<file path="config.mk">
export PLATFORM = sky130hd
export DESIGN_NAME = amv_codec_nodes
export DESIGN_NICKNAME = d
export VERILOG_FILES = /design/src/amv_codec_nodes.v /design/src/amv_link_port.v
export VERILOG_INCLUDE_DIRS = /design/src /design/src/src
export SDC_FILE = /design/constraint.sdc
export NUM_CORES = 1
export LEC_CHECK = 0
export ABC_AREA = 1
export BUFFER_PORTS_ARGS = -buffer_cell sky130_fd_sc_hd__buf_2
export CORE_ASPECT_RATIO = 1.5
export CORE_UTILIZATION = 54
export DETAILED_ROUTE_END_ITERATION = 10
export GPL_TIMING_DRIVEN = 0
export PLACE_DENSITY_LB_ADDON = 0.25
export SYNTH_ARGS = -nofsm -noshare
export SYNTH_HDL_FRONTEND = slang
export SYNTH_SLANG_ARGS = --single-unit
</file>
<file path="constraint.sdc">
create_clock -name i_clk -period 2.1 [get_ports i_clk]
set_clock_uncertainty 0.1 [all_clocks]
set_input_delay 0.105 -clock i_clk [delete_from_list [all_inputs] [get_ports i_clk]]
set_output_delay 0.105 -clock i_clk [all_outputs]
set_load 0.02 [all_outputs]
</file>
<file path="src/amv_regs.vh">
/*
 * Constants for the converter and mono output pin verb handler: node ids,
 * verb codes, parameter ids, capability words, field positions and resets.
 * Assumes it is included by bare name from the design files under src/.
 */
`ifndef AMV_REGS_VH
`define AMV_REGS_VH

// Node ids served by this block.
`define AMV_NID_CONV 8'h13
`define AMV_NID_MONO 8'h14

// Command and response frame layout on the link.
`define AMV_CMD_BITS 6'd40
`define AMV_RSP_BITS 6'd33

// Four-bit verbs carrying a 16-bit payload.
`define AMV_VERB4_GET_FMT 4'ha
`define AMV_VERB4_SET_FMT 4'h2

// Twelve-bit verbs carrying an 8-bit payload.
`define AMV_VERB_GET_PARAM 12'hf00
`define AMV_VERB_GET_CONN 12'hf02
`define AMV_VERB_GET_PROC 12'hf03
`define AMV_VERB_SET_PROC 12'h703
`define AMV_VERB_GET_PWR 12'hf05
`define AMV_VERB_SET_PWR 12'h705
`define AMV_VERB_GET_STRM 12'hf06
`define AMV_VERB_SET_STRM 12'h706
`define AMV_VERB_GET_PIN_CTRL 12'hf07
`define AMV_VERB_SET_PIN_CTRL 12'h707
`define AMV_VERB_GET_CFG 12'hf1c
`define AMV_VERB_SET_CFG_TOP 10'h1c7
`define AMV_VERB_GET_VOL 12'hba0
`define AMV_VERB_SET_VOL 12'h3a0

// Parameter ids of the parameter Get verb.
`define AMV_PARAM_CAPS 8'h09
`define AMV_PARAM_PIN_CAPS 8'h0c
`define AMV_PARAM_LISTLEN 8'h0e
`define AMV_PARAM_OUTAMP 8'h12

// Read-only words.
`define AMV_CONV_CAPS 32'h001d0541
`define AMV_MONO_CAPS 32'h0040010c
`define AMV_MONO_PIN_CAPS 32'h00000010
`define AMV_MONO_OUTAMP 32'h80051f1f
`define AMV_CONN_LEN 32'h00000001
`define AMV_CONV_CONN 32'h0000001e
`define AMV_MONO_CONN 32'h00000015

// Field positions and writable masks.
`define AMV_FMT_BASE_BIT 14
`define AMV_FMT_WR_MASK 15'h7f7f
`define AMV_PROC_OCDIS_BIT 7
`define AMV_PROC_WR_MASK 8'h83
`define AMV_VOL_MUTE_BIT 7
`define AMV_PIN_PATH_BIT 6
`define AMV_PWR_DOWN 2'b11

// Reset values.
`define AMV_FMT_RST 15'h0031
`define AMV_PROC_RST 8'h01
`define AMV_PWR_SET_RST 2'h3
`define AMV_PWR_ACT_RST 4'h3
`define AMV_STRM_RST 8'h00
`define AMV_VOL_MUTE_RST 1'b1
`define AMV_VOL_GAIN_RST 5'h1f
`define AMV_PIN_PATH_RST 1'b0
`define AMV_CFG_RST 32'h500700f0

`endif

</file>
<file path="src/amv_codec_nodes.v">
/*
 * Verb handler for the second input converter node and the mono output pin
 * node: decodes Get and Set verbs from the link, holds the node settings,
 * builds 32-bit responses and drives the settings to the analog blocks.
 * Assumes a controller that sends one command per frame and a bit clock
 * well below the 125 MHz system clock.
 */
// Notes on behaviour
// - Format Get returns word; Set answers zero.
// - Format bit 14 picks 48 or 44.1 kHz.
// - Bits 13:11 multiplier x1, x2, x4; rest reserved.
// - Bits 10:8 divisor is field plus one.
// - Bits 6:4 width 8/16/20/24; rest reserved.
// - Bits 3:0 channel count minus one, resets two.
// - Format bit 15 reads zero, writes ignored.
// - Converter capability word reports fixed features.
// - One short connection entry per node.
// - Processing bit 7 disables offset calculation.
// - Processing bits 1:0 zero bypass high-pass filter.
// - Power set 11 is down; actual reported.
// - Stream and lowest channel held; zero unused.
// - Mono mute and gain, BA0 read, 3A0 write.
// - Output amplifier capability word fixed.
// - Mono pin capability word fixed.
// - Mono pin capabilities output only.
// - Pin control bit 6 enables output path.
// - Pin configuration word resets to fixed fields.
`timescale 1ns/1ns
`include "amv_regs.vh"

module amv_codec_nodes #(
  parameter [3:0] CODEC_ADDR = 4'h0
) (
  // Clock and reset
  input wire i_clk,
  input wire i_rstn,
  // Link pins
  input wire i_bit_clk,
  input wire i_frame_sync,
  input wire i_cmd_data,
  input wire i_link_rstn,
  output wire o_rsp_data,
  // Converter settings
  output reg o_base_44k1,
  output reg [2:0] o_rate_mult,
  output reg [3:0] o_rate_div,
  output reg [4:0] o_sample_bits,
  output reg [4:0] o_channels,
  output reg o_format_reserved,
  output reg o_hpf_enable,
  output reg o_offset_calc_disable,
  output reg o_conv_powered,
  output reg [3:0] o_stream_id,
  output reg [3:0] o_low_channel,
  output reg o_stream_active,
  // Mono output pin settings
  output reg o_mono_mute,
  output reg [4:0] o_mono_gain,
  output reg o_output_path_enable,
  output reg [31:0] o_pin_configuration
);

  //////////////////////////////////////////////////////////////////////////
  // Link reset synchroniser and serial port.
  reg [1:0] lrst_sync_r;
  wire link_clear = ~lrst_sync_r[1];

  always @(posedge i_clk or negedge i_rstn) begin
    if (!i_rstn) begin
      lrst_sync_r <= 2'b00;
    end else begin
      lrst_sync_r <= {lrst_sync_r[0], i_link_rstn};
    end
  end

  wire cmd_valid;
  wire [39:0] cmd_word;
  reg rsp_load_r;
  reg [31:0] rsp_r;

  amv_link_port u_link (
    .i_clk(i_clk),
    .i_rstn(i_rstn),
    .i_clear(link_clear),
    .i_bit_clk(i_bit_clk),
    .i_frame_sync(i_frame_sync),
    .i_cmd_data(i_cmd_data),
    .o_rsp_data(o_rsp_data),
    .i_rsp_load(rsp_load_r),
    .i_rsp_word(rsp_r),
    .o_cmd_valid(cmd_valid),
    .o_cmd_word(cmd_word)
  );

  //////////////////////////////////////////////////////////////////////////
  // Command fields. The top byte of the frame is reserved and ignored.
  wire [3:0] cmd_cad = cmd_word[31:28];
  wire [7:0] cmd_nid = cmd_word[27:20];
  wire [3:0] verb4 = cmd_word[19:16];
  wire [15:0] payload16 = cmd_word[15:0];
  wire [11:0] verb12 = cmd_word[19:8];
  wire [7:0] payload8 = cmd_word[7:0];

  wire for_us = cmd_valid && !link_clear && (cmd_cad == CODEC_ADDR);
  wire is_conv = for_us && (cmd_nid == `AMV_NID_CONV);
  wire is_mono = for_us && (cmd_nid == `AMV_NID_MONO);
  // Format verbs use a four-bit code; they shadow any twelve-bit verb
  // that happens to start with the same nibble.
  wire is_fmt_verb = (verb4 == `AMV_VERB4_GET_FMT) || (verb4 == `AMV_VERB4_SET_FMT);

  function verb_hit;
    input [11:0] verb;
    input [11:0] want;
    input is_fmt;
    begin
      verb_hit = !is_fmt && (verb == want);
    end
  endfunction

  //////////////////////////////////////////////////////////////////////////
  // Node state.
  reg [14:0] fmt_r;
  reg [7:0] proc_r;
  reg [1:0] pwr_set_r;
  reg [3:0] pwr_act_r;
  reg [7:0] strm_r;
  reg vol_mute_r;
  reg [4:0] vol_gain_r;
  reg path_en_r;
  reg [31:0] pincfg_r;

  wire wr_fmt = is_conv && (verb4 == `AMV_VERB4_SET_FMT);
  wire wr_proc = is_conv && verb_hit(verb12, `AMV_VERB_SET_PROC, is_fmt_verb);
  wire wr_pwr = is_conv && verb_hit(verb12, `AMV_VERB_SET_PWR, is_fmt_verb);
  wire wr_strm = is_conv && verb_hit(verb12, `AMV_VERB_SET_STRM, is_fmt_verb);
  wire wr_vol = is_mono && verb_hit(verb12, `AMV_VERB_SET_VOL, is_fmt_verb);
  wire wr_path = is_mono && verb_hit(verb12, `AMV_VERB_SET_PIN_CTRL, is_fmt_verb);
  wire wr_cfg = is_mono && !is_fmt_verb && (verb12[11:2] == `AMV_VERB_SET_CFG_TOP);

  // Each configuration Set verb owns one byte lane, low byte first.
  wire [31:0] pincfg_nxt;
  genvar b;
  generate
    for (b = 0; b < 4; b = b + 1) begin : g_cfg_byte
      assign pincfg_nxt[8*b+7:8*b] = (wr_cfg && (verb12[1:0] == b)) ? payload8 :
                                     pincfg_r[8*b+7:8*b];
    end
  endgenerate

  // Link reset returns every setting to its default, like power-on reset.
  always @(posedge i_clk or negedge i_rstn) begin
    if (!i_rstn) begin
      fmt_r <= `AMV_FMT_RST;
      proc_r <= `AMV_PROC_RST;
      pwr_set_r <= `AMV_PWR_SET_RST;
      pwr_act_r <= `AMV_PWR_ACT_RST;
      strm_r <= `AMV_STRM_RST;
      vol_mute_r <= `AMV_VOL_MUTE_RST;
      vol_gain_r <= `AMV_VOL_GAIN_RST;
      path_en_r <= `AMV_PIN_PATH_RST;
      pincfg_r <= `AMV_CFG_RST;
    end else if (link_clear) begin
      fmt_r <= `AMV_FMT_RST;
      proc_r <= `AMV_PROC_RST;
      pwr_set_r <= `AMV_PWR_SET_RST;
      pwr_act_r <= `AMV_PWR_ACT_RST;
      strm_r <= `AMV_STRM_RST;
      vol_mute_r <= `AMV_VOL_MUTE_RST;
      vol_gain_r <= `AMV_VOL_GAIN_RST;
      path_en_r <= `AMV_PIN_PATH_RST;
      pincfg_r <= `AMV_CFG_RST;
    end else begin
      if (wr_fmt) begin
        // Stream kind bit and bit 7 are dropped here.
        fmt_r <= payload16[14:0] & `AMV_FMT_WR_MASK;
      end
      if (wr_proc) begin
        proc_r <= payload8 & `AMV_PROC_WR_MASK;
      end
      if (wr_pwr) begin
        pwr_set_r <= payload8[1:0];
      end
      // The actual state follows the request one cycle later; there is no
      // slow power sequencing in this block to report a lagging state.
      pwr_act_r <= {2'b00, pwr_set_r};
      if (wr_strm) begin
        strm_r <= payload8;
      end
      if (wr_vol) begin
        vol_mute_r <= payload8[`AMV_VOL_MUTE_BIT];
        vol_gain_r <= payload8[4:0];
      end
      if (wr_path) begin
        path_en_r <= payload8[`AMV_PIN_PATH_BIT];
      end
      pincfg_r <= pincfg_nxt;
    end
  end

  //////////////////////////////////////////////////////////////////////////
  // Response word. Sets and unknown verbs answer zero.
  reg [31:0] rsp_nxt;

  always @* begin
    rsp_nxt = 32'h0;
    if (is_conv) begin
      if (verb4 == `AMV_VERB4_GET_FMT) begin
        rsp_nxt = {16'h0, 1'b0, fmt_r};
      end else if (verb_hit(verb12, `AMV_VERB_GET_PARAM, is_fmt_verb)) begin
        case (payload8)
          `AMV_PARAM_CAPS: begin
            rsp_nxt = `AMV_CONV_CAPS;
          end
          `AMV_PARAM_LISTLEN: begin
            rsp_nxt = `AMV_CONN_LEN;
          end
          default: begin
            rsp_nxt = 32'h0;
          end
        endcase
      end else if (verb_hit(verb12, `AMV_VERB_GET_CONN, is_fmt_verb)) begin
        rsp_nxt = `AMV_CONV_CONN;
      end else if (verb_hit(verb12, `AMV_VERB_GET_PROC, is_fmt_verb)) begin
        rsp_nxt = {24'h0, proc_r};
      end else if (verb_hit(verb12, `AMV_VERB_GET_PWR, is_fmt_verb)) begin
        rsp_nxt = {24'h0, pwr_act_r, 2'b00, pwr_set_r};
      end else if (verb_hit(verb12, `AMV_VERB_GET_STRM, is_fmt_verb)) begin
        rsp_nxt = {24'h0, strm_r};
      end
    end else if (is_mono) begin
      if (verb_hit(verb12, `AMV_VERB_GET_PARAM, is_fmt_verb)) begin
        case (payload8)
          `AMV_PARAM_CAPS: begin
            rsp_nxt = `AMV_MONO_CAPS;
          end
          `AMV_PARAM_PIN_CAPS: begin
            rsp_nxt = `AMV_MONO_PIN_CAPS;
          end
          `AMV_PARAM_OUTAMP: begin
            rsp_nxt = `AMV_MONO_OUTAMP;
          end
          `AMV_PARAM_LISTLEN: begin
            rsp_nxt = `AMV_CONN_LEN;
          end
          default: begin
            rsp_nxt = 32'h0;
          end
        endcase
      end else if (verb_hit(verb12, `AMV_VERB_GET_CONN, is_fmt_verb)) begin
        rsp_nxt = `AMV_MONO_CONN;
      end else if (verb_hit(verb12, `AMV_VERB_GET_VOL, is_fmt_verb)) begin
        rsp_nxt = {24'h0, vol_mute_r, 2'b00, vol_gain_r};
      end else if (verb_hit(verb12, `AMV_VERB_GET_PIN_CTRL, is_fmt_verb)) begin
        rsp_nxt = {25'h0, path_en_r, 6'h00};
      end else if (verb_hit(verb12, `AMV_VERB_GET_CFG, is_fmt_verb)) begin
        rsp_nxt = pincfg_r;
      end
    end
  end

  // Every addressed command to either node gets exactly one response;
  // commands for other nodes or codecs leave the response line idle.
  always @(posedge i_clk or negedge i_rstn) begin
    if (!i_rstn) begin
      rsp_load_r <= 1'b0;
      rsp_r <= 32'h0;
    end else begin
      rsp_load_r <= is_conv || is_mono;
      if (is_conv || is_mono) begin
        rsp_r <= rsp_nxt;
      end
    end
  end

  //////////////////////////////////////////////////////////////////////////
  // Decoded settings for the analog blocks, one cycle behind the state.
  wire [2:0] mult_code = fmt_r[13:11];
  wire [2:0] width_code = fmt_r[6:4];
  reg [2:0] mult_nxt;
  reg [4:0] width_nxt;
  reg mult_bad;
  reg width_bad;

  always @* begin
    mult_nxt = 3'd1;
    mult_bad = 1'b0;
    case (mult_code)
      3'b000: begin
        mult_nxt = 3'd1;
      end
      3'b001: begin
        mult_nxt = 3'd2;
      end
      3'b011: begin
        mult_nxt = 3'd4;
      end
      default: begin
        // Reserved codes fall back to x1 and raise the reserved flag.
        mult_nxt = 3'd1;
        mult_bad = 1'b1;
      end
    endcase
    width_nxt = 5'd24;
    width_bad = 1'b0;
    case (width_code)
      3'b000: begin
        width_nxt = 5'd8;
      end
      3'b001: begin
        width_nxt = 5'd16;
      end
      3'b010: begin
        width_nxt = 5'd20;
      end
      3'b011: begin
        width_nxt = 5'd24;
      end
      default: begin
        width_nxt = 5'd24;
        width_bad = 1'b1;
      end
    endcase
  end

  always @(posedge i_clk or negedge i_rstn) begin
    if (!i_rstn) begin
      o_base_44k1 <= 1'b0;
      o_rate_mult <= 3'd1;
      o_rate_div <= 4'd1;
      o_sample_bits <= 5'd24;
      o_channels <= 5'd2;
      o_format_reserved <= 1'b0;
      o_hpf_enable <= 1'b1;
      o_offset_calc_disable <= 1'b0;
      o_conv_powered <= 1'b0;
      o_stream_id <= 4'h0;
      o_low_channel <= 4'h0;
      o_stream_active <= 1'b0;
      o_mono_mute <= 1'b1;
      o_mono_gain <= `AMV_VOL_GAIN_RST;
      o_output_path_enable <= 1'b0;
      o_pin_configuration <= `AMV_CFG_RST;
    end else begin
      o_base_44k1 <= fmt_r[`AMV_FMT_BASE_BIT];
      o_rate_mult <= mult_nxt;
      o_rate_div <= {1'b0, fmt_r[10:8]} + 4'd1;
      o_sample_bits <= width_nxt;
      o_channels <= {1'b0, fmt_r[3:0]} + 5'd1;
      o_format_reserved <= mult_bad | width_bad;
      o_hpf_enable <= (proc_r[1:0] != 2'b00);
      o_offset_calc_disable <= proc_r[`AMV_PROC_OCDIS_BIT];
      o_conv_powered <= (pwr_set_r != `AMV_PWR_DOWN);
      o_stream_id <= strm_r[7:4];
      o_low_channel <= strm_r[3:0];
      o_stream_active <= (strm_r[7:4] != 4'h0);
      o_mono_mute <= vol_mute_r;
      o_mono_gain <= vol_gain_r;
      o_output_path_enable <= path_en_r;
      o_pin_configuration <= pincfg_r;
    end
  end

endmodule

</file>
<file path="src/amv_link_port.v">
/*
 * Serial side of the verb handler: samples the link bit clock, frame sync
 * and command data with the system clock, assembles 40-bit commands and
 * shifts a flagged 32-bit response out. Assumes the bit clock is much slower
 * than i_clk so that every bit clock level lasts several system cycles.
 */
`timescale 1ns/1ns
`include "amv_regs.vh"

module amv_link_port (
  // Clock and reset
  input wire i_clk,
  input wire i_rstn,
  input wire i_clear,
  // Link pins
  input wire i_bit_clk,
  input wire i_frame_sync,
  input wire i_cmd_data,
  output reg o_rsp_data,
  // Decoder side
  input wire i_rsp_load,
  input wire [31:0] i_rsp_word,
  output reg o_cmd_valid,
  output reg [39:0] o_cmd_word
);

  reg [2:0] meta_r;
  reg [2:0] sync_r;
  reg bclk_prev_r;
  reg [5:0] bit_cnt_r;
  reg [38:0] shift_r;
  reg [32:0] rsp_sh_r;
  reg [5:0] rsp_left_r;

  wire bclk_s = sync_r[2];
  wire fsync_s = sync_r[1];
  wire sdo_s = sync_r[0];
  wire bclk_rise = bclk_s & ~bclk_prev_r;
  wire bclk_fall = ~bclk_s & bclk_prev_r;

  //////////////////////////////////////////////////////////////////////////
  // Two-stage synchronisers; edges are found on the second stage only.
  always @(posedge i_clk or negedge i_rstn) begin
    if (!i_rstn) begin
      meta_r <= 3'h0;
      sync_r <= 3'h0;
      bclk_prev_r <= 1'b0;
    end else begin
      meta_r <= {i_bit_clk, i_frame_sync, i_cmd_data};
      sync_r <= meta_r;
      bclk_prev_r <= sync_r[2];
    end
  end

  //////////////////////////////////////////////////////////////////////////
  // Command assembly, MSB first, sampled on bit clock rising edges.
  always @(posedge i_clk or negedge i_rstn) begin
    if (!i_rstn) begin
      bit_cnt_r <= 6'd0;
      shift_r <= 39'h0;
      o_cmd_valid <= 1'b0;
      o_cmd_word <= 40'h0;
    end else begin
      o_cmd_valid <= 1'b0;
      if (i_clear) begin
        bit_cnt_r <= 6'd0;
      end else if (bclk_rise) begin
        if (fsync_s) begin
          shift_r <= {38'h0, sdo_s};
          bit_cnt_r <= 6'd1;
        end else if (bit_cnt_r != 6'd0) begin
          shift_r <= {shift_r[37:0], sdo_s};
          if (bit_cnt_r == `AMV_CMD_BITS - 6'd1) begin
            o_cmd_valid <= 1'b1;
            o_cmd_word <= {shift_r, sdo_s};
            bit_cnt_r <= 6'd0;
          end else begin
            bit_cnt_r <= bit_cnt_r + 6'd1;
          end
        end
      end
    end
  end

  //////////////////////////////////////////////////////////////////////////
  // Response: a leading valid bit, then 32 bits, changed on falling edges
  // so the controller can sample on the next rising edge.
  always @(posedge i_clk or negedge i_rstn) begin
    if (!i_rstn) begin
      rsp_sh_r <= 33'h0;
      rsp_left_r <= 6'd0;
      o_rsp_data <= 1'b0;
    end else if (i_clear) begin
      rsp_left_r <= 6'd0;
      o_rsp_data <= 1'b0;
    end else if (i_rsp_load) begin
      rsp_sh_r <= {1'b1, i_rsp_word};
      rsp_left_r <= `AMV_RSP_BITS;
    end else if (bclk_fall) begin
      if (rsp_left_r != 6'd0) begin
        o_rsp_data <= rsp_sh_r[32];
        rsp_sh_r <= {rsp_sh_r[31:0], 1'b0};
        rsp_left_r <= rsp_left_r - 6'd1;
      end else begin
        o_rsp_data <= 1'b0;
      end
    end
  end

endmodule

</file>
==> metrics.md <==
| Metric | Value |
|---|---|
| CTS tree | `built` |
| Pre-CTS setup slack | `-280 ps` |
| Count leader, synth | `nand2_1` |
| Post-synthesis sequential area ratio | `62.0%` |
| Tmin final | `2060 ps` |
| FILL cells | `approximately 1,800` |
| Number of global-route vias before repair | `9,006` |
| H-tree depth | `1` |
| Max Fclk | `0.484 GHz` |
| Status | `finished with violations` |
| Fin nets | `1,380` |
| Initial DRC Count | `688` |
| Post-synth top area share | `between 50% and 60%` |
| Top Ports | `77` |
| Largest net degree at the start of global routing | `127` |
| Max-slew violation count | `0` |
| Post-synth EDFFs | `0` |
| Final Hold Slack | `-7.12 ps` |
| Fin cells | `1,657` |
| Critical Path Source Type | `flip-flop` |
| Initial antenna violation count | `0` |
| GRT Util Overall | `approximately 27%` |
| Routed wire length | `28.8 mm` |
| Share of layout cells above drive strength 1 | `18.1%` |
| Leakage | `about 6.6 nW` |
| Fin crit share | `98.3%` |
| Post-Syn Area | `about 12,000 um^2` |
| Worst-Margin Slew | `626 ps` |
| DIE HEIGHT | `182 um` |
| HPWL Detailed | `about 21 mm` |
| Pint | `approximately 0.009 W` |
| Peak supply drop | `577 uV` |
| Final Hold Fails | `4` |
| Pwr/cell area | `872 nW/um^2` |
| Top cell type by total area after synthesis | `dfrtp_1` |
| Cts bufs inserted | `27` |
| Unrepaired setup endpoints after global routing | `yes` |
| Final setup violation count | `0` |
| Site Rows | `65` |
| First-pass GRT wire length | `46.4 mm` |
| Sw Share | `24.0%` |
| Async S/R FF share, synth | `100%` |
| Synth Register Bits | `288` |
| Switching pwr | `~0.0028 W` |
| Critical path class | `flip-flop to flip-flop` |
| Combinational power share | `roughly 7.8%` |
| Grt total ovfl | `0` |
| Avg Cell Area, Syn | `9.38 um^2` |
| Max-cap check violation count | `0` |
| Clock share of power | `40.2%` |
| Clk sinks | `288` |
| Die width | `about 120 um` |
| Total power | `0.0118 W` |
| Inst Count DP | `about 1,600` |
| Worst-path maximum fanout | `10` |
| Vias per cell | `5.53` |
| PortBufs | `74` |
| First-pass detailed-route iteration total | `5` |
| Antenna Cells | `0` |
| Reg power frac | `between 50 and 60%` |
| Post-route cell area | `between 10,000 and 15,000 um^2` |
| Via count | `9,156` |
| Cell Area, Placed | `~12,000 um^2` |
| Yosys cell types | `36` |
| Clk buf depth | `3` |
| Clock Tree Root | `clkbuf_16` |
| Main synth FF type | `dfrtp_1` |
| Crit path required time | `2400 ps` |
| Initial core utilization | `55.4%` |
| Routed length per instance | `17.4 um` |
| Arr. time, crit path | `around 2400 ps` |
| Skew-Pair Late Insertion Delay | `540 ps` |
| Hold WC Path Type | `input port to async pin` |
| FF-to-FF path depth | `7` |
| Syn Inst Count | `about 1,200` |
| Clk slew on worst S/H paths | `70 ps` |
| Yosys warns | `0` |
| Setup crit end kind | `flip-flop` |
| P&R area growth vs syn | `15.9%` |
| Post-synth top cells | `nand2_1, dfrtp_1, nand3_1` |
| RD Place Congestion | `0.929` |
| Core Region | `21,100 um^2` |
| Final worst slack | `35.6 ps` |
| DIE AREA | `roughly 22,000 um^2` |
| Top cells by area, synth | `dfrtp_1, dfstp_2, nand2_1` |
| Post-DRT Antenna Nets | `0` |
| Slew margin rel. | `58.2%` |
| Violated checks | `negative hold slack` |
| Remaining DRCs | `0` |
==> per-layer routing <==
metal	wire (um)	global-route usage, %	share of wire, %
met5	0	0	0
met4	1760	15.2	6.1
met3	1230	3.44	4.3
met2	15100	47.3	52
met1	10800	31.6	37
==> worst paths after layout <==
| kind | from | endpoint | slack [ps] |
|---|---|---|---|
| hold / removal | i_rstn | u_link.rsp_left_r[2]$_DFFE_PN0P_ | -7 |
| min in group i_clk | i_frame_sync | u_link.meta_r[1]$_DFF_PN0_ | 110 |
| setup reg to reg | u_link.o_cmd_word[13]$_DFFE_PN0P_ | strm_r[7]$_DFFE_PN0P_ | 40 |
| setup / recovery | u_link.o_cmd_word[13]$_DFFE_PN0P_ | strm_r[7]$_DFFE_PN0P_ | 40 |
| max in group asynchronous | i_rstn | u_link.shift_r[12]$_DFFE_PN0P_ | 940 |
| hold reg to reg | u_link.meta_r[1]$_DFF_PN0_ | u_link.sync_r[1]$_DFF_PN0_ | 240 |
==> through the flow <==
stage	utilization (%)	setup TNS, ps
6_report	64.2	0
5_1_grt	64.2	-970
4_1_cts	63.6	0
3_5_place_dp	59.0	-15730
3_3_place_gp	58.7	-1131120
2_1_floorplan	-	0
==> cells in the final DEF, fill, tap and decap left out, types with 5 or more instances in the layout <==
cell type / n
or2_2: 6
buf_4: 15
nand2_2: 10
o21ai_1: 12
a31oi_1: 30
clkbuf_1: 26
nor2_1: 113
dfstp_2: 44
nand3_1: 123
ha_1: 6
nor3_1: 12
dfrtp_1: 244
clkbuf_8: 9
xor2_1: 5
nand2_1: 282
buf_2: 84
clkbuf_16: 27
o22ai_1: 32
clkbuf_2: 10
a21oi_1: 10
inv_1: 115
dlygate4sd3_1: 5
o21ai_0: 92
nand4_1: 16
o21ai_2: 13
==> power groups by stage <==
| stage | sequential (W) | clock, W | combinational [W] |
|---|---|---|---|
| 5_1_grt | 0.00619 | 0.00506 | 0.00107 |
| 6_report | 0.00615 | 0.00475 | 0.000922 |
| 2_1_floorplan | 0.00622 | 0 | 0.000579 |
| 4_1_cts | 0.00615 | 0.00483 | 0.000931 |
| 3_5_place_dp | 0.00624 | 0 | 0.000920 |
| 3_3_place_gp | 0.00623 | 0 | 0.000866 |
==> state kept, by name, summed over array words and instances, names as in the netlist, 5 cells and up <==
name                 count
fmt_r                   14
o_channels               5
o_mono_gain              5
o_pin_configuration     32
pincfg_r                32
rsp_r                   32
strm_r                   8
u_link.bit_cnt_r         6
u_link.o_cmd_word       32
u_link.rsp_left_r        6
u_link.rsp_sh_r         33
u_link.shift_r          31
vol_gain_r               5
==> critical path, stage by stage (launching register included) <==
cell,delay [ps]
dfrtp_1,440
nor2_1,180
nand2_1,230
nor3_1,350
nand3_2,220
buf_2,230
nand3_1,80
o21ai_0,90
==> final cells by class <==
type	count	area (um^2)	area share, %
inverter	118	447	3.29
clock buffer	45	833	6.14
sequential	288	7260	53.5
clock inverter	5	38.8	0.286
tap	268	335	2.47
timing repair buffer	90	553	4.08
multi-input combinational	790	3810	28.1
buffer	53	285	2.10
==> cell families after synthesis <==
kind of cell,count (synthesis),synth area share [%]
other cells,1,0.0320
simple gates,581,21.3
fa+ha+maj,6,0.641
buf+inv,171,6.03
flops,288,62.0
xor+xnor,5,0.374
compound gates,196,9.61
==> timing repair <==
item,4_1_cts,5_1_grt
pin swaps,0,6
resized for setup,14,35
setup endpoints to repair,180,131
buffers inserted,0,9
hold endpoints to repair,220,0
hold buffers,5,0
(Power assumes the default switching activity.)
